**config.mk**
```make
export PLATFORM = sky130hd
export DESIGN_NAME = npmpc_top
export DESIGN_NICKNAME = d
export VERILOG_FILES = /design/src/design/npmpc_pkg.sv /design/src/design/npmpc_power_sm.sv /design/src/design/npmpc_top.sv
export VERILOG_INCLUDE_DIRS = /design/src /design/src/design
export SDC_FILE = /design/constraint.sdc
export NUM_CORES = 1
export LEC_CHECK = 0
export ABC_AREA = 0
export ABC_CLOCK_PERIOD_IN_PS = 3260
export BUFFER_PORTS_ARGS = -buffer_cell sky130_fd_sc_hd__buf_4
export CAP_MARGIN = 10
export CORE_MARGIN = 2
export CORE_UTILIZATION = 59
export CTS_BUF_LIST = sky130_fd_sc_hd__clkbuf_4 sky130_fd_sc_hd__clkbuf_8
export DETAILED_ROUTE_END_ITERATION = 12
export HOLD_SLACK_MARGIN = 0.12
export PLACE_DENSITY = 0.82
export SKIP_CTS_REPAIR_TIMING = 1
export SYNTH_ARGS = -nofsm -noshare
export SYNTH_HDL_FRONTEND = slang
export SYNTH_SLANG_ARGS = --single-unit
```
**constraint.sdc**
```tcl
create_clock -name ref_clk -period 3.26 [get_ports ref_clk]
set_input_delay 0.489 -clock ref_clk [delete_from_list [all_inputs] [get_ports ref_clk]]
set_output_delay 0.489 -clock ref_clk [all_outputs]
set_load 0.1 [all_outputs]
```
**src/design/npmpc_cfg.svh**
```systemverilog
// constants for the nibble phy mode and power control block
`ifndef NPMPC_CFG_SVH
`define NPMPC_CFG_SVH
`define NPMPC_ADDR_CTRL 4'h0
`define NPMPC_ADDR_IDLE 4'h1
`define NPMPC_ADDR_COMP 4'h2
`define NPMPC_ADDR_STAT 4'h3
`define NPMPC_ADDR_LOOP 4'h4
`define NPMPC_CTRL_RESET 16'h0000
`define NPMPC_IDLE_RESET 16'h0010
`define NPMPC_LOOP_RESET 16'h0000
`define NPMPC_CTRL_ASYNC 0
`define NPMPC_CTRL_TERM_EXT 1
`define NPMPC_CTRL_RX_EXT 2
`define NPMPC_CTRL_FORCE 3
`define NPMPC_CTRL_PWR_ON 4
`define NPMPC_CTRL_DES2 5
`define NPMPC_CTRL_SELFCAL 6
`define NPMPC_CTRL_FWDDN 7
`define NPMPC_CTRL_FWDUP 8
`define NPMPC_CTRL_STRB_EXT 9
`define NPMPC_CTRL_FREQ_LOW 10
`define NPMPC_COMP_SETTLE_NS 100
`define NPMPC_CLK_PERIOD_NS 10
`define NPMPC_COMP_SETTLE_CYC (`NPMPC_COMP_SETTLE_NS / `NPMPC_CLK_PERIOD_NS)
`define NPMPC_RDEN_LAG 2
`endif

```
**src/design/npmpc_pkg.sv**
```systemverilog
// types for the nibble phy mode and power control block
`default_nettype none
package npmpc_pkg;
  typedef enum logic [1:0] {
    NPMPC_PWR_ACTIVE,
    NPMPC_PWR_LAG,
    NPMPC_PWR_IDLE
  } npmpc_pwr_state_t;
endpackage
`default_nettype wire

```
**src/design/npmpc_power_sm.sv**
```systemverilog
// power state machine for the receiver and termination off outputs
`timescale 1ns/1ps
`default_nettype none
`include "npmpc_cfg.svh"
module npmpc_power_sm #(
  parameter int CNT_W = 16
) (
  input wire logic ref_clk,
  input wire logic reset,
  input wire logic ce,
  input wire logic div_tick,
  input wire logic phy_read_enable,
  input wire logic [CNT_W-1:0] idle_count,
  output logic sm_out,
  output logic [1:0] sm_state
);
  npmpc_pkg::npmpc_pwr_state_t state;
  logic [CNT_W-1:0] cnt;

  ////////////////////////////////////////////////////////////////////////
  // ticks are divided clock cycles; read enable wins over everything
  always_ff @(posedge ref_clk) begin
    if (reset) begin
      state <= npmpc_pkg::NPMPC_PWR_ACTIVE;
      cnt <= '0;
      sm_out <= 1'b1;
    end else if (ce && div_tick) begin
      case (state)
        npmpc_pkg::NPMPC_PWR_ACTIVE: begin
          sm_out <= 1'b1;
          if (!phy_read_enable) begin
            state <= npmpc_pkg::NPMPC_PWR_LAG;
            cnt <= CNT_W'(1);
          end
        end
        npmpc_pkg::NPMPC_PWR_LAG: begin
          if (phy_read_enable) begin
            state <= npmpc_pkg::NPMPC_PWR_ACTIVE;
          end else if (cnt >= CNT_W'(`NPMPC_RDEN_LAG)) begin
            // zero idle count would give a drop of no length, so skip it
            if (idle_count != '0) begin
              state <= npmpc_pkg::NPMPC_PWR_IDLE;
              sm_out <= 1'b0;
              cnt <= CNT_W'(1);
            end
          end else begin
            cnt <= cnt + CNT_W'(1);
          end
        end
        npmpc_pkg::NPMPC_PWR_IDLE: begin
          if (phy_read_enable) begin
            state <= npmpc_pkg::NPMPC_PWR_ACTIVE;
            sm_out <= 1'b1;
          end else if (cnt >= idle_count) begin
            // return to 1; drops again after the lag while read enable stays low
            state <= npmpc_pkg::NPMPC_PWR_ACTIVE;
            sm_out <= 1'b1;
            cnt <= '0;
          end else begin
            cnt <= cnt + CNT_W'(1);
          end
        end
        default: begin
          state <= npmpc_pkg::NPMPC_PWR_ACTIVE;
          sm_out <= 1'b1;
        end
      endcase
    end
  end

  assign sm_state = state;
endmodule
`default_nettype wire

```
**src/design/npmpc_top.sv**
```systemverilog
// top of the nibble phy mode and power control block
// Function
// - post-cal: ten more cycles, raise rx/tx compensation, resume
// - pre-cal: ten cycles after change raise all three enables
// - async receive mode forbids mixed and bidirectional use
// - async receive mode leaves transmit path untouched
// - async mode derives capture clock from pll clock; phase found by user
// - loopback lane routes transmit into own receive, still drives pad
// - loopback needs two lanes; only lane 0 accepts a strobe
// - receiver off high disables receiver; termination off high disables odt
// - power machine drops to 0 two divided cycles after read enable falls
// - stays 0 for the idle count of divided cycles, then returns to 1
// - at power on both outputs are 1 regardless of settings
// - both internal: machine drives both, force bit makes both 0
// - external source driven by fabric; internal one follows machine or 0
// - quarter delays compensate on global; io delays also need rx/tx enable
// - with full self calibration, complete once calibrated flag asserts
//
// The implementer's own choices: the strobed register port and the placing of the registers.
`timescale 1ns/1ps
`default_nettype none
`include "npmpc_cfg.svh"
module npmpc_top #(
  parameter int LANES = 6,
  parameter int DES_W = 4,
  parameter int CNT_W = 16
) (
  input wire logic ref_clk,
  input wire logic reset,
  input wire logic ce,
  input wire logic [3:0] reg_addr,
  input wire logic [15:0] reg_wdata,
  input wire logic reg_wr,
  input wire logic reg_rd,
  output logic [15:0] reg_rdata,
  input wire logic global_comp_enable,
  input wire logic rx_comp_enable,
  input wire logic tx_comp_enable,
  input wire logic calibrated_flag,
  input wire logic delay_ready_flag,
  input wire logic phy_read_enable,
  input wire logic [LANES-1:0] tx_lane_data,
  input wire logic [LANES-1:0] pad_rx_data,
  output logic [LANES-1:0] pad_tx_data,
  output logic [LANES-1:0] rx_lane_data,
  output logic quarter_comp_active,
  output logic rx_delay_comp_active,
  output logic tx_delay_comp_active,
  output logic delay_change_ok,
  output logic self_cal_done,
  output logic config_error,
  output logic receiver_off_out,
  output logic termination_off_out
);
  logic [15:0] ctrl;
  logic [CNT_W-1:0] idle_count;
  logic [LANES-1:0] lane_loopback_enable;
  logic [7:0] div_cnt;
  logic div_tick;
  logic sm_out;
  logic [1:0] sm_state;
  logic [4:0] settle_cnt;
  logic seen_cal;
  logic next_term;
  logic next_rx;
  logic next_err;

  // one flag per loose bit keeps the decode readable
  function automatic logic cbit(input logic [15:0] r, input int idx);
    return r[idx];
  endfunction

  ////////////////////////////////////////////////////////////////////////
  // register writes
  always_ff @(posedge ref_clk) begin
    if (reset) begin
      ctrl <= `NPMPC_CTRL_RESET;
      idle_count <= CNT_W'(`NPMPC_IDLE_RESET);
      lane_loopback_enable <= LANES'(`NPMPC_LOOP_RESET);
    end else if (ce && reg_wr) begin
      case (reg_addr)
        `NPMPC_ADDR_CTRL: ctrl <= reg_wdata;
        `NPMPC_ADDR_IDLE: idle_count <= CNT_W'(reg_wdata);
        `NPMPC_ADDR_LOOP: lane_loopback_enable <= LANES'(reg_wdata);
        default: ;
      endcase
    end
  end

  // read data valid only in the cycle after the strobe
  always_ff @(posedge ref_clk) begin
    if (reset) begin
      reg_rdata <= 16'h0000;
    end else if (ce) begin
      reg_rdata <= 16'h0000;
      if (reg_rd) begin
        case (reg_addr)
          `NPMPC_ADDR_CTRL: reg_rdata <= ctrl;
          `NPMPC_ADDR_IDLE: reg_rdata <= 16'(idle_count);
          `NPMPC_ADDR_COMP: reg_rdata <= {11'h000, settle_cnt};
          `NPMPC_ADDR_STAT: reg_rdata <= {8'h00, config_error, seen_cal, self_cal_done,
            sm_state, sm_out, receiver_off_out, termination_off_out};
          `NPMPC_ADDR_LOOP: reg_rdata <= 16'(lane_loopback_enable);
          default: reg_rdata <= 16'h0000;
        endcase
      end
    end
  end

  ////////////////////////////////////////////////////////////////////////
  // divided clock tick: pll clock over deserialisation ratio
  always_ff @(posedge ref_clk) begin
    if (reset) begin
      div_cnt <= 8'h00;
      div_tick <= 1'b0;
    end else if (ce) begin
      div_tick <= (div_cnt == 8'(DES_W - 1));
      div_cnt <= (div_cnt == 8'(DES_W - 1)) ? 8'h00 : div_cnt + 8'h01;
    end
  end

  npmpc_power_sm #(.CNT_W(CNT_W)) u_sm (
    .ref_clk(ref_clk),
    .reset(reset),
    .ce(ce),
    .div_tick(div_tick),
    .phy_read_enable(phy_read_enable),
    .idle_count(idle_count),
    .sm_out(sm_out),
    .sm_state(sm_state)
  );

  ////////////////////////////////////////////////////////////////////////
  // source selection table for the power saving outputs
  always_comb begin
    next_term = 1'b1;
    next_rx = 1'b1;
    if (cbit(ctrl, `NPMPC_CTRL_PWR_ON)) begin
      // external side is driven by fabric; ours rests high here
      next_term = cbit(ctrl, `NPMPC_CTRL_TERM_EXT) ? 1'b1 :
        (cbit(ctrl, `NPMPC_CTRL_FORCE) ? 1'b0 : sm_out);
      next_rx = cbit(ctrl, `NPMPC_CTRL_RX_EXT) ? 1'b1 :
        (cbit(ctrl, `NPMPC_CTRL_FORCE) ? 1'b0 : sm_out);
    end
  end

  // until power-on bit set both stay 1; high means off
  always_ff @(posedge ref_clk) begin
    if (reset) begin
      termination_off_out <= 1'b1;
      receiver_off_out <= 1'b1;
    end else if (ce) begin
      termination_off_out <= next_term;
      receiver_off_out <= next_rx;
    end
  end

  ////////////////////////////////////////////////////////////////////////
  // compensation gating; io delays need their own enable as well
  always_ff @(posedge ref_clk) begin
    if (reset) begin
      quarter_comp_active <= 1'b0;
      rx_delay_comp_active <= 1'b0;
      tx_delay_comp_active <= 1'b0;
    end else if (ce) begin
      quarter_comp_active <= global_comp_enable;
      rx_delay_comp_active <= global_comp_enable && rx_comp_enable;
      tx_delay_comp_active <= global_comp_enable && tx_comp_enable;
    end
  end

  // settle counter: ten control cycles after rx/tx enables both drop
  always_ff @(posedge ref_clk) begin
    if (reset) begin
      settle_cnt <= 5'h00;
      delay_change_ok <= 1'b0;
    end else if (ce) begin
      if (rx_comp_enable || tx_comp_enable) begin
        settle_cnt <= 5'h00;
        delay_change_ok <= 1'b0;
      end else if (settle_cnt < 5'(`NPMPC_COMP_SETTLE_CYC)) begin
        settle_cnt <= settle_cnt + 5'h01;
        delay_change_ok <= 1'b0;
      end else begin
        delay_change_ok <= seen_cal || delay_ready_flag;
      end
    end
  end

  // first calibrated flag is remembered; self cal done follows calibrated flag with self cal bit set, else delay ready
  always_ff @(posedge ref_clk) begin
    if (reset) begin
      seen_cal <= 1'b0;
      self_cal_done <= 1'b0;
    end else if (ce) begin
      if (calibrated_flag) begin
        seen_cal <= 1'b1;
      end
      self_cal_done <= cbit(ctrl, `NPMPC_CTRL_SELFCAL) ? calibrated_flag
        : delay_ready_flag;
    end
  end

  ////////////////////////////////////////////////////////////////////////
  // illegal setup flags, not enforced: fabric owns these choices
  always_comb begin
    next_err = 1'b0;
    if (cbit(ctrl, `NPMPC_CTRL_FREQ_LOW) && global_comp_enable) begin
      next_err = 1'b1;
    end
    if (cbit(ctrl, `NPMPC_CTRL_ASYNC)) begin
      if (global_comp_enable || cbit(ctrl, `NPMPC_CTRL_FWDDN) ||
          cbit(ctrl, `NPMPC_CTRL_FWDUP) || cbit(ctrl, `NPMPC_CTRL_STRB_EXT)) begin
        next_err = 1'b1;
      end
      if (cbit(ctrl, `NPMPC_CTRL_DES2) && cbit(ctrl, `NPMPC_CTRL_SELFCAL)) begin
        next_err = 1'b1;
      end
      // bidirectional use conflicts with async receive
      if (lane_loopback_enable != '0) begin
        next_err = 1'b1;
      end
    end
    if (lane_loopback_enable != '0 && (lane_loopback_enable[0] == 1'b0 ||
        $countones(lane_loopback_enable) < 2)) begin
      next_err = 1'b1;
    end
  end

  always_ff @(posedge ref_clk) begin
    if (reset) begin
      config_error <= 1'b0;
    end else if (ce) begin
      config_error <= next_err;
    end
  end

  ////////////////////////////////////////////////////////////////////////
  // datapath: transmit always reaches the pad, async mode does not touch it
  // receive capture runs on the local clock in every mode
  always_ff @(posedge ref_clk) begin
    if (reset) begin
      pad_tx_data <= '0;
      rx_lane_data <= '0;
    end else if (ce) begin
      pad_tx_data <= tx_lane_data;
      for (int i = 0; i < LANES; i++) begin
        rx_lane_data[i] <= lane_loopback_enable[i] ? tx_lane_data[i]
          : pad_rx_data[i];
      end
    end
  end

  ////////////////////////////////////////////////////////////////////////
  // checks
  property p_power_on_high;
    @(posedge ref_clk) disable iff (reset)
      !cbit(ctrl, `NPMPC_CTRL_PWR_ON) && $past(!cbit(ctrl, `NPMPC_CTRL_PWR_ON)) && $past(ce)
        |-> receiver_off_out && termination_off_out;
  endproperty
  a_power_on_high: assert property (p_power_on_high)
    else $error("outputs low before power on");

  property p_force_low;
    @(posedge ref_clk) disable iff (reset)
      ce && cbit(ctrl, `NPMPC_CTRL_PWR_ON) && cbit(ctrl, `NPMPC_CTRL_FORCE)
        && !cbit(ctrl, `NPMPC_CTRL_RX_EXT) |=> !receiver_off_out;
  endproperty
  a_force_low: assert property (p_force_low)
    else $error("force bit did not clear receiver off");

  property p_rden_holds;
    @(posedge ref_clk) disable iff (reset)
      ce && div_tick && phy_read_enable |=> sm_out;
  endproperty
  a_rden_holds: assert property (p_rden_holds) else $error("machine low during read");

  property p_drop_after_lag;
    @(posedge ref_clk) disable iff (reset)
      $fell(sm_out) |-> $past(!phy_read_enable)
        && $past(sm_state) == 2'(npmpc_pkg::NPMPC_PWR_LAG);
  endproperty
  a_drop_after_lag: assert property (p_drop_after_lag) else $error("drop without lag");

  property p_loopback_path;
    @(posedge ref_clk) disable iff (reset)
      ce && lane_loopback_enable[0] |=> rx_lane_data[0] == $past(tx_lane_data[0])
        && pad_tx_data[0] == $past(tx_lane_data[0]);
  endproperty
  a_loopback_path: assert property (p_loopback_path) else $error("loopback lane wrong");

  property p_quarter_comp;
    @(posedge ref_clk) disable iff (reset)
      ce |=> quarter_comp_active == $past(global_comp_enable)
        && (rx_delay_comp_active -> quarter_comp_active);
  endproperty
  a_quarter_comp: assert property (p_quarter_comp)
    else $error("compensation gating wrong");

  property p_settle_ten;
    @(posedge ref_clk) disable iff (reset)
      delay_change_ok |-> settle_cnt == 5'(`NPMPC_COMP_SETTLE_CYC);
  endproperty
  a_settle_ten: assert property (p_settle_ten) else $error("change allowed too early");

  property p_sm_returns;
    @(posedge ref_clk) disable iff (reset)
      $rose(sm_out) |-> $past(sm_state) == 2'd2;
  endproperty
  a_sm_returns: assert property (p_sm_returns) else $error("rise not from idle");

  property p_term_follows_sm;
    @(posedge ref_clk) disable iff (reset)
      ce && cbit(ctrl, `NPMPC_CTRL_PWR_ON) && !cbit(ctrl, `NPMPC_CTRL_TERM_EXT)
        && !cbit(ctrl, `NPMPC_CTRL_FORCE) |=> termination_off_out == $past(sm_out);
  endproperty
  a_term_follows_sm: assert property (p_term_follows_sm)
    else $error("termination off not following machine");

  property p_ext_rests_high;
    @(posedge ref_clk) disable iff (reset)
      ce && cbit(ctrl, `NPMPC_CTRL_PWR_ON) && cbit(ctrl, `NPMPC_CTRL_RX_EXT)
        |=> receiver_off_out;
  endproperty
  a_ext_rests_high: assert property (p_ext_rests_high)
    else $error("external receiver source not resting high");

  property p_cal_done_follows;
    @(posedge ref_clk) disable iff (reset)
      ce && cbit(ctrl, `NPMPC_CTRL_SELFCAL) |=> self_cal_done == $past(calibrated_flag);
  endproperty
  a_cal_done_follows: assert property (p_cal_done_follows)
    else $error("self cal done not following calibrated flag");

  property p_idle_abort;
    @(posedge ref_clk) disable iff (reset)
      ce && div_tick && phy_read_enable && sm_state == 2'(npmpc_pkg::NPMPC_PWR_IDLE)
        |=> sm_state == 2'(npmpc_pkg::NPMPC_PWR_ACTIVE);
  endproperty
  a_idle_abort: assert property (p_idle_abort)
    else $error("read enable did not abort idle wait");

  property p_lane0_strobe;
    @(posedge ref_clk) disable iff (reset)
      ce && lane_loopback_enable != '0 && !lane_loopback_enable[0] |=> config_error;
  endproperty
  a_lane0_strobe: assert property (p_lane0_strobe)
    else $error("loopback without strobe lane not flagged");
endmodule
`default_nettype wire

```
==> results of run 1 <==
[stage by stage]
stage / power, W / setup WS (ns) / hold slack (ns)
global route: 0.00257 / 0.230 / 0.331
global placement: 0.00168 / 0.554 / 0.451
CTS: 0.00250 / 0.391 / 0.328
finish: 0.00248 / 0.361 / 0.333
floorplan: 0.00158 / 0.751 / 0.431
detailed placement: 0.00168 / 0.417 / 0.459
[area by class of cell]
| type | count | area [sq um] |
|---|---|---|
| inverters | 30 | 113 |
| clock buffers | 9 | 124 |
| well taps | 111 | 139 |
| flip-flops and latches | 108 | 2160 |
| repair buffers | 84 | 631 |
| clock inverters | 7 | 80.1 |
| fillers | 694 | 2820 |
| multi-input cells | 464 | 3040 |
[cells in the final DEF (no fill, tap or decap), types with 5 or more instances in the layout]
master / n
and3_1: 5
nor2_1: 100
inv_1: 30
buf_4: 84
nand2_1: 44
o21ai_0: 16
clkbuf_8: 9
mux2_2: 9
a31oi_1: 8
a21oi_1: 30
ha_1: 25
xnor2_1: 6
nor3_1: 19
nor4_1: 9
nor2b_1: 16
a211oi_1: 10
nand4_1: 13
mux2i_1: 53
xor2_1: 6
o22ai_1: 7
dfxtp_1: 108
nand2b_1: 13
a22oi_1: 11
nand3_1: 19
[power breakdown]
group | internal [W] | switching (W)
Clock | 0.000306 | 0.000524
Sequential | 0.00134 | 0.0000165
Combinational | 0.0000936 | 0.000202
Total | 0.00174 | 0.000743
[state kept, by name, summed over array words and instances (netlist names)]
register	cells
ctrl	16
idle_count	16
reg_rdata	16
u_sm.cnt	16
div_cnt	8
lane_loopback_enable	6
pad_tx_data	6
rx_lane_data	6
settle_cnt	5
u_sm.sm_state	2
config_error	1
delay_change_ok	1
div_tick	1
quarter_comp_active	1
receiver_off_out	1
rx_delay_comp_active	1
seen_cal	1
self_cal_done	1
termination_off_out	1
tx_delay_comp_active	1
u_sm.sm_out	1
[cell families after synthesis]
family | Yosys count
AND/OR/NAND/NOR | 256
flip-flops | 108
AO/OA/AOI/OAI | 106
buffers and inverters | 62
multiplexers | 62
adder cells (fa/ha/maj) | 28
XOR/XNOR | 12
[metal layers]
| layer | up-vias | wire length [microns] | GRT usage |
|---|---|---|---|
| met3 | 17 | 989 | 0.0710 |
| met2 | 156 | 6110 | 0.429 |
| li1 | 2364 | - | - |
| met1 | 2247 | 5800 | 0.364 |
| met5 | - | 0 | 0 |
| met4 | 0 | 187 | 0.0759 |
[worst paths after layout]
check / endpoint / depth (start not counted) / slack (ns) / startpoint
hold / removal: ctrl[11] / 3 / 0.33 / reg_wdata[11]
setup reg to reg: u_sm.cnt[5] / 8 / 0.36 / idle_count[13]
setup / recovery: u_sm.cnt[5] / 8 / 0.36 / idle_count[13]
hold reg to reg: rx_delay_comp_active / 2 / 0.48 / rx_delay_comp_active
[critical path, delay by kind of cell, from the launching register on]
kind | cells | cell delay [ns]
simple gates | 4 | 1.35
fa+ha+maj | 1 | 0.30
buf+inv | 1 | 0.07
compound gates | 2 | 0.63
flops | 1 | 0.40
==> metrics.md, run 1 <==
| Metric | Value |
|---|---|
| Clock buffer depth | 2 |
| CTS Sinks | 108 |
| Initial DRT Pass Iterations | 6 |
| Final Setup Violations | 0 |
| Antenna Nets Post-Route | 0 |
| N_diodes | 0 |
| Remaining global-route overflow | 0 |
| Pwr per Cell Area | 395 nW/um^2 |
| Fin area | 6290 sq um |
| Max Fclk | 0.345 GHz |
| Die height | 100 microns |
| Unique masters post-synth | 59 |
| Vias in the first global route | 4489 |
| CORE AREA | 9110 sq um |
| Critical path class | flip-flop to flip-flop |
| Most frequent cell after synthesis | dfxtp_1 |
| Root Driver | clkbuf_8 |
| Synth async-reset ratio | 0 |
| Clock transition at the registers of the reported paths | 0.12 ns |
| Gr usage total | 0.270 |
| DRT iter0 DRCs | 283 |
| Placement Cell Area | 6090 sq um |
| Final setup skew | 0.0191 ns |
| Final worst path period need | 2.90 ns |
| Initial antenna violation count | 0 |
| Fin nets | 768 |
| VDD IR max | 0.287 mV |
| EDFF count, synth | 0 |
| Register bit count reported by yosys | 108 |
| Largest net degree at the start of global routing | 74 |
| Max-cap viol count | 0 |
| Residual DRC | 0 |
| Max incr delay on CP | 0.54 ns |
| Post-detailed-route wirelength per cell | 16.1 microns |
| Worst skew pair latency | 0.39 ns |
| First-pass GRT wire length | 21.7 mm |
| Synth warn | 0 |
| Critical Path AT | 3.14 ns |
| Avg Inst Size Synth | 8.60 sq um |
| Total CTS buffers | 9 |
| IO Count | 79 |
| P_leak | 2.54 nW |
| Status | complete, no violations |
| Unrepaired setup endpoints after global routing | no |
| CP most frequent cell | or4_1 |
| Placed wire-length estimate | 9.59 mm |
| Die area | 10000 sq um |
| Adder-cell share of the synthesized area | 0.0684 |
| Cell taking the most area after synthesis | dfxtp_1 |
| Critical-path top delay cell | or4_1 |
| Top post-synthesis cells by count | 108 x dfxtp_1, 100 x nor2_1, 53 x mux2i_1 |
| CTS HTree Levels | 3 |
| I/O Buffers | 78 |
| Crit path cell chain | inv_1 > ha_1 > nand4_1 > or4_1 > or4_1 > a32o_1 > nand3_1 > a31oi_1 |
| Critical Path Start Type | flip-flop |
| Setup TNS | 0 ns |
| Max-slew headroom | 0.394 |
| Xor and xnor area share after synthesis | 0.0193 |
| Fraction of layout cells with a size suffix above 1 | 0.168 |
| Gpl congestion | 0.909 |
| Total vias in the final route | 4784 |
| Post-Syn Nets | 705 |
| Synth top area cells | dfxtp_1 40%, mux2i_1 9.7%, nor2_1 6.9% |
| Post-synthesis mux area share | 0.116 |
| Synth Area in Compound Gates | 0.130 |
| Final Hold Fails | 0 |
| Hold Crit Class | input pin to flip-flop |
| Dominant synthesized flop cell | dfxtp_1 |
| Placed Cells | 797 |
| Final std cells w/o fill | 813 |
| Detailed Route WL | 13.1 mm |
| Layout area overhead | 15.4% |
| Area fraction in and, or, nand and nor cells after synthesis | 0.225 |
| Row count | 35 |
| Worst Setup End Kind | flip-flop |
| Cells after Synth | 634 |
| Synth Cell Area | 5450 sq um |
| CTS tree | yes |
| Initial core utilization | 0.599 |
| CP required | 3.50 ns |
| Largest family of logic cells by synthesized area | simple AND/OR/NAND/NOR gates |
| Vias/cell | 5.88 |
| Top-area cell type share of the netlist area | 0.396 |
| Final Max Slew Viols | 0 |
| Seq/Total Area, Yosys | 0.396 |
| Slew @ Worst Pin | 0.907 ns |
| Fin crit share | 0.889 |
| Crit-path max FO | 20 |
| Die W | 100 microns |
| Utilization after layout | 0.691 |
No activity file was read; power rests on OpenSTA's default activity.
==> run 2: changes to the inputs <==
CELL_PAD_IN_SITES_DETAIL_PLACEMENT = 1   (was default)
CELL_PAD_IN_SITES_GLOBAL_PLACEMENT = 2   (was default)
CORE_UTILIZATION = 36   (was 59)
PLACE_DENSITY = default   (was 0.82)
PLACE_DENSITY_LB_ADDON = 0.1   (was default)
TNS_END_PERCENT = 30   (was default)
==> metrics.md, run 2 (synthesized netlist as in run 1, its figures left out) <==
| Metric | Value |
|---|---|
| Flop pwr share | 0.517 (was 0.547) |
| Crit path max-delay family | simple AND/OR/NAND/NOR gates (unchanged) |
| R2R cell count | 8 (unchanged) |
| Slew @ Worst Pin | 0.879 ns (was 0.907 ns) |
| Setup TNS | 0 ns (unchanged) |
| Clock buffer depth | 2 (unchanged) |
| Max-slew headroom | 0.414 (was 0.394) |
| Row count | 44 (was 35) |
| Net Sw Frac | 0.285 (was 0.299) |
| Max incr delay on CP | 0.56 ns (was 0.54 ns) |
| Final Setup Violations | 0 (unchanged) |
| CTS Sinks | 108 (unchanged) |
| Most common cell after layout, fill and taps aside | dfxtp_1 (unchanged) |
| CP bufs+invs | 1 (unchanged) |
| Initial DRT Pass Iterations | 4 (was 6) |
| Die W | 127 microns (was 100 microns) |
| Unrepaired setup endpoints after global routing | no (unchanged) |
| Hold Crit Class | input pin to flip-flop (unchanged) |
| DRT iter0 DRCs | 182 (was 283) |
| Root Driver | clkbuf_8 (unchanged) |
| Status | complete, no violations (unchanged) |
| Placed wire-length estimate | 12.0 mm (was 9.59 mm) |
| Pwr per Cell Area | 409 nW/um^2 (was 395 nW/um^2) |
| Clock transition at the registers of the reported paths | 0.11 ns (was 0.12 ns) |
| Gpl congestion | 0.794 (was 0.909) |
| Antenna Nets Post-Route | 0 (unchanged) |
| Remaining global-route overflow | 0 (unchanged) |
| Placed Cells | 871 (was 797) |
| Initial core utilization | 0.372 (was 0.599) |
| Critical Path AT | 3.16 ns (was 3.14 ns) |
| Final setup skew | 0.00934 ns (was 0.0191 ns) |
| Combinational Power Share | 0.115 (was 0.119) |
| Layout area overhead | 17.9% (was 15.4%) |
| P_leak | 2.56 nW (was 2.54 nW) |
| Detailed Route WL | 16.0 mm (was 13.1 mm) |
| Multi-input logic area | 3050 sq um (was 3040 sq um) |
| IO Count | 79 (unchanged) |
| VDD IR max | 0.207 mV (was 0.287 mV) |
| Fraction of layout cells with a size suffix above 1 | 0.169 (was 0.168) |
| Fin nets | 769 (was 768) |
| Utilization after layout | 0.439 (was 0.691) |
| N_diodes | 0 (unchanged) |
| Final Hold Fails | 0 (unchanged) |
| Worst Setup End Kind | flip-flop (unchanged) |
| Critical path class | flip-flop to flip-flop (unchanged) |
| WP depth | 8 (unchanged) |
| Critical Path Start Type | flip-flop (unchanged) |
| Total CTS buffers | 9 (unchanged) |
| Total vias in the final route | 4706 (was 4784) |
| Placement Cell Area | 6200 sq um (was 6090 sq um) |
| Sw power | 0.000750 W (was 0.000743 W) |
| Hold WS | 0.329 ns (was 0.333 ns) |
| First-pass GRT wire length | 26.0 mm (was 21.7 mm) |
| Initial antenna violation count | 0 (unchanged) |
| Vias/cell | 5.31 (was 5.88) |
| Residual DRC | 0 (unchanged) |
| Largest net degree at the start of global routing | 80 (was 74) |
| Gr usage total | 0.204 (was 0.270) |
| CTS tree | yes (unchanged) |
| CP most frequent cell | or4_1 (unchanged) |
| Max-cap viol count | 0 (unchanged) |
| Critical-path top delay cell | or4_1 (unchanged) |
| Max Fclk | 0.343 GHz (was 0.345 GHz) |
| CORE AREA | 14600 sq um (was 9110 sq um) |
| Internal | 0.00188 W (was 0.00174 W) |
| Layout filler cell count | 1726 (was 694) |
| CTS HTree Levels | 3 (unchanged) |
| Storage cell area | 2160 sq um (unchanged) |
| Final Max Slew Viols | 0 (unchanged) |
| Post-detailed-route wirelength per cell | 18.0 microns (was 16.1 microns) |
| Die area | 16200 sq um (was 10000 sq um) |
| Crit-path max FO | 20 (unchanged) |
| Die height | 127 microns (was 100 microns) |
| Vias in the first global route | 4848 (was 4489) |
| Most frequent cells in the layout | 108 x dfxtp_1, 100 x nor2_1, 85 x buf_4, 53 x mux2i_1, 44 x nand2_1 (was 108 x dfxtp_1, 100 x nor2_1, 84 x buf_4, 53 x mux2i_1, 44 x nand2_1) |
| I/O Buffers | 78 (unchanged) |
| Hold depth | 2 (was 3) |
| Fin crit share | 0.894 (was 0.889) |
| Clock power share | 0.369 (was 0.334) |
| Fin area | 6430 sq um (was 6290 sq um) |
| Crit path cell chain | inv_1 > ha_1 > nand4_1 > or4_1 > or4_1 > a32o_1 > nand3_1 > a31oi_1 (unchanged) |
| Final worst path period need | 2.91 ns (was 2.90 ns) |
| Final std cells w/o fill | 887 (was 813) |
| CP required | 3.51 ns (was 3.50 ns) |
| Worst skew pair latency | 0.40 ns (was 0.39 ns) |
## run 2: per-layer routing
layer	track usage	wire length (microns)
met4	0.0530	162
met5	0	0
met1	0.280	7860
met3	0.0398	450
met2	0.331	7490
## run 2: worst reg2reg max path, cell delays in order (launching register included)
cell and delay (ns):
dfxtp_1 0.40, inv_1 0.07, ha_1 0.29, nand4_1 0.15, or4_1 0.56, or4_1 0.45, a32o_1 0.54, nand3_1 0.22
a31oi_1 0.09
## run 2: area by class of cell
cell class                 instances  share of cell area
inverter                          30              0.0175
multi-input combinational        464               0.475
clock inverter                     7              0.0169
sequential                       108               0.336
tap                              184              0.0358
clock buffer                       9              0.0193
timing repair buffer              85              0.0993
## run 2: worst paths after layout
check / from / end / slack, ns
max reg2reg: idle_count[13] / u_sm.cnt[5] / 0.35
max: idle_count[13] / u_sm.cnt[5] / 0.35
min reg2reg: tx_delay_comp_active / tx_delay_comp_active / 0.48
min: phy_read_enable / u_sm.sm_state[1] / 0.33
## run 2: per-stage QoR
stage / total power, W / worst slack, ns
floorplan: 0.00158 / 0.751
global placement: 0.00169 / 0.431
detailed placement: 0.00169 / 0.344
CTS: 0.00267 / 0.337
global route: 0.00273 / 0.160
finish: 0.00263 / 0.346
## run 2: power groups by stage
stage          registers [W]  clock network, W  logic (W)
3_3_place_gp         0.00139                 0   0.000301
6_report             0.00136          0.000969   0.000302
3_5_place_dp         0.00139                 0   0.000305
4_1_cts              0.00136           0.00100   0.000306
5_1_grt              0.00136           0.00105   0.000322
2_1_floorplan        0.00148                 0   0.000104
==> run 3: changes to the inputs <==
ABC_CLOCK_PERIOD_IN_PS = 3300   (was 3260)
clock period = 3.3 ns   (was 3.26 ns; I/O delays follow)
==> metrics.md, run 3 (synthesized netlist as in run 1, its figures left out) <==
| Metric | Value |
|---|---|
| Status | complete, no violations (unchanged) |
| Die W | 127 microns (unchanged) |
| Worst Setup End Kind | flip-flop (unchanged) |
| Die height | 127 microns (unchanged) |
| Largest net degree at the start of global routing | 76 (was 80) |
| Hold Crit Class | input pin to flip-flop (unchanged) |
| Unrepaired setup endpoints after global routing | no (unchanged) |
| Critical Path AT | 3.16 ns (about the same) |
| Die area | 16200 sq um (unchanged) |
| Final Setup Violations | 0 (unchanged) |
| Most common cell after layout, fill and taps aside | dfxtp_1 (unchanged) |
| Row count | 44 (unchanged) |
| Clock power share | 0.328 (was 0.369) |
| CTS tree | yes (unchanged) |
| Final Hold Fails | 0 (unchanged) |
| Worst Hold Endpoint | u_sm.sm_state[1] (unchanged) |
| Max-cap viol count | 0 (unchanged) |
| Post-detailed-route wirelength per cell | 18.0 microns (about the same) |
| Total vias in the final route | 4698 (was 4706) |
| I/O Buffers | 78 (unchanged) |
| Detailed Route WL | 15.9 mm (was 16.0 mm) |
| CORE AREA | 14600 sq um (unchanged) |
| Initial antenna violation count | 0 (unchanged) |
| Pre-CTS setup slack | 0.391 ns (was 0.344 ns) |
| CTS HTree Levels | 3 (unchanged) |
| CP required | 3.56 ns (was 3.51 ns) |
| Vias/cell | 5.30 (was 5.31) |
| Clock buffer depth | 2 (unchanged) |
| IO Count | 79 (unchanged) |
| Root Driver | clkbuf_8 (unchanged) |
| Total CTS buffers | 9 (unchanged) |
| Slew @ Worst Pin | 0.970 ns (was 0.879 ns) |
| Reg-to-reg setup timing slack | 0.40 ns (was 0.35 ns) |
| Hold depth | 2 (unchanged) |
| Antenna Nets Post-Route | 0 (unchanged) |
| Gr usage total | 0.205 (was 0.204) |
| Crit path cell chain | inv_1 > ha_1 > nand4_1 > or4_1 > or4_1 > a32o_1 > nand3_1 > a31oi_1 (unchanged) |
| Fin nets | 768 (was 769) |
| Max Fclk | 0.344 GHz (was 0.343 GHz) |
| Final worst path period need | 2.90 ns (was 2.91 ns) |
| Gpl congestion | 0.791 (was 0.794) |
| Remaining global-route overflow | 0 (unchanged) |
| CTS Sinks | 108 (unchanged) |
| Fraction of layout cells with a size suffix above 1 | 0.168 (was 0.169) |
| Max-slew headroom | 0.352 (was 0.414) |
| Internal | 0.00170 W (was 0.00188 W) |
| Fin crit share | 0.880 (was 0.894) |
| First-pass GRT wire length | 26.1 mm (was 26.0 mm) |
| Residual DRC | 0 (unchanged) |
| CP most frequent cell | or4_1 (unchanged) |
| Net Sw Frac | 0.302 (was 0.285) |
| R2R Path Start | idle_count[13] (unchanged) |
| Worst Min Path Start | phy_read_enable (unchanged) |
| Placed wire-length estimate | 12.0 mm (about the same) |
| Worst setup margin | 0.395 ns (was 0.346 ns) |
| Vias in the first global route | 4989 (was 4848) |
| Multi-input logic area | 3050 sq um (unchanged) |
| Final setup skew | 0.0106 ns (was 0.00934 ns) |
| Clock transition at the registers of the reported paths | 0.11 ns (about the same) |
| Storage cell area | 2160 sq um (unchanged) |
| Placed Cells | 870 (was 871) |
| Layout filler cell count | 1752 (was 1726) |
| Flop pwr share | 0.550 (was 0.517) |
| Most frequent cells in the layout | 108 x dfxtp_1, 100 x nor2_1, 84 x buf_4, 53 x mux2i_1, 44 x nand2_1 (was 108 x dfxtp_1, 100 x nor2_1, 85 x buf_4, 53 x mux2i_1, 44 x nand2_1) |
| DRT iter0 DRCs | 181 (was 182) |
| Sw power | 0.000736 W (was 0.000750 W) |
| Worst R2R End | u_sm.cnt[8] (was u_sm.cnt[5]) |
| VDD IR max | 0.232 mV (was 0.207 mV) |
| Pwr per Cell Area | 383 nW/um^2 (was 409 nW/um^2) |
| Max incr delay on CP | 0.55 ns (was 0.56 ns) |
| Final std cells w/o fill | 886 (was 887) |
| Final Max Slew Viols | 0 (unchanged) |
| Combinational Power Share | 0.122 (was 0.115) |
| Worst skew pair latency | 0.41 ns (was 0.40 ns) |
| Initial DRT Pass Iterations | 4 (unchanged) |
| Critical path class | flip-flop to flip-flop (unchanged) |
| Critical Path Start Type | flip-flop (unchanged) |
| R2R cell count | 8 (unchanged) |
| Initial core utilization | 0.372 (unchanged) |
| P_leak | 2.54 nW (was 2.56 nW) |
| Crit-path max FO | 20 (unchanged) |
| N_diodes | 0 (unchanged) |
| Layout area overhead | 16.9% (was 17.9%) |
| Critical-path top delay cell | or4_1 (unchanged) |
| Setup TNS | 0 ns (unchanged) |
==> run 3: cell count changes in the layout (fill, tap and decap cells not counted), sizes merged <==
cell      before  now
clkinvlp       2    1
buf           85   84
clkinv         1    4
bufinv         2    0
==> run 3: final cells by class <==
class	instances	share of cell area
clock buffers	9	0.0194
multi-input cells	464	0.479
flip-flops and latches	108	0.339
inverters	30	0.0177
clock inverters	7	0.00981
well taps	184	0.0361
repair buffers	84	0.0989
==> run 3: how the worst max path moves through the flow <==
stage / start / endpoint / cells after the start
after global routing: idle_count[13] / u_sm.cnt[2] / 8
after CTS: idle_count[13] / u_sm.cnt[8] / 8
after global placement: idle_count[13] / u_sm.cnt[10] / 8
after detailed placement: idle_count[13] / u_sm.cnt[5] / 8
final: idle_count[13] / u_sm.cnt[8] / 8
after floorplan: lane_loopback_enable[0] / config_error / 9
==> run 3: through the flow <==
stage	hold WS, ns	utilization	power (W)	area, sq um
global placement	0.463	0.423	0.00167	6190
global route	0.321	0.435	0.00255	6370
floorplan	0.431	-	0.00156	5450
finish	0.322	0.435	0.00244	6370
CTS	0.301	0.435	0.00248	6370
detailed placement	0.467	0.423	0.00167	6190
==> run 3: power groups by stage <==
stage | Sequential, W | Combinational [W] | Clock (W)
2_1_floorplan | 0.00146 | 0.000102 | 0
3_3_place_gp | 0.00137 | 0.000297 | 0
3_5_place_dp | 0.00137 | 0.000302 | 0
4_1_cts | 0.00134 | 0.000302 | 0.000839
5_1_grt | 0.00135 | 0.000318 | 0.000886
6_report | 0.00134 | 0.000299 | 0.000801
==> run 3: metal layers <==
| layer | up-vias | part of all wire | track usage |
|---|---|---|---|
| met5 | - | 0 | 0 |
| met4 | 0 | 0.012 | 0.0530 |
| met3 | 15 | 0.029 | 0.0402 |
| met2 | 57 | 0.47 | 0.340 |
| met1 | 2276 | 0.49 | 0.274 |
| li1 | 2350 | - | - |
==> run 3: worst max-delay path, delay by kind of cell (launching register included) <==
kind,cells,cell delay [ns]
buf+inv,1,0.06
compound gates,2,0.64
fa+ha+maj,1,0.30
simple gates,4,1.36
flops,1,0.40
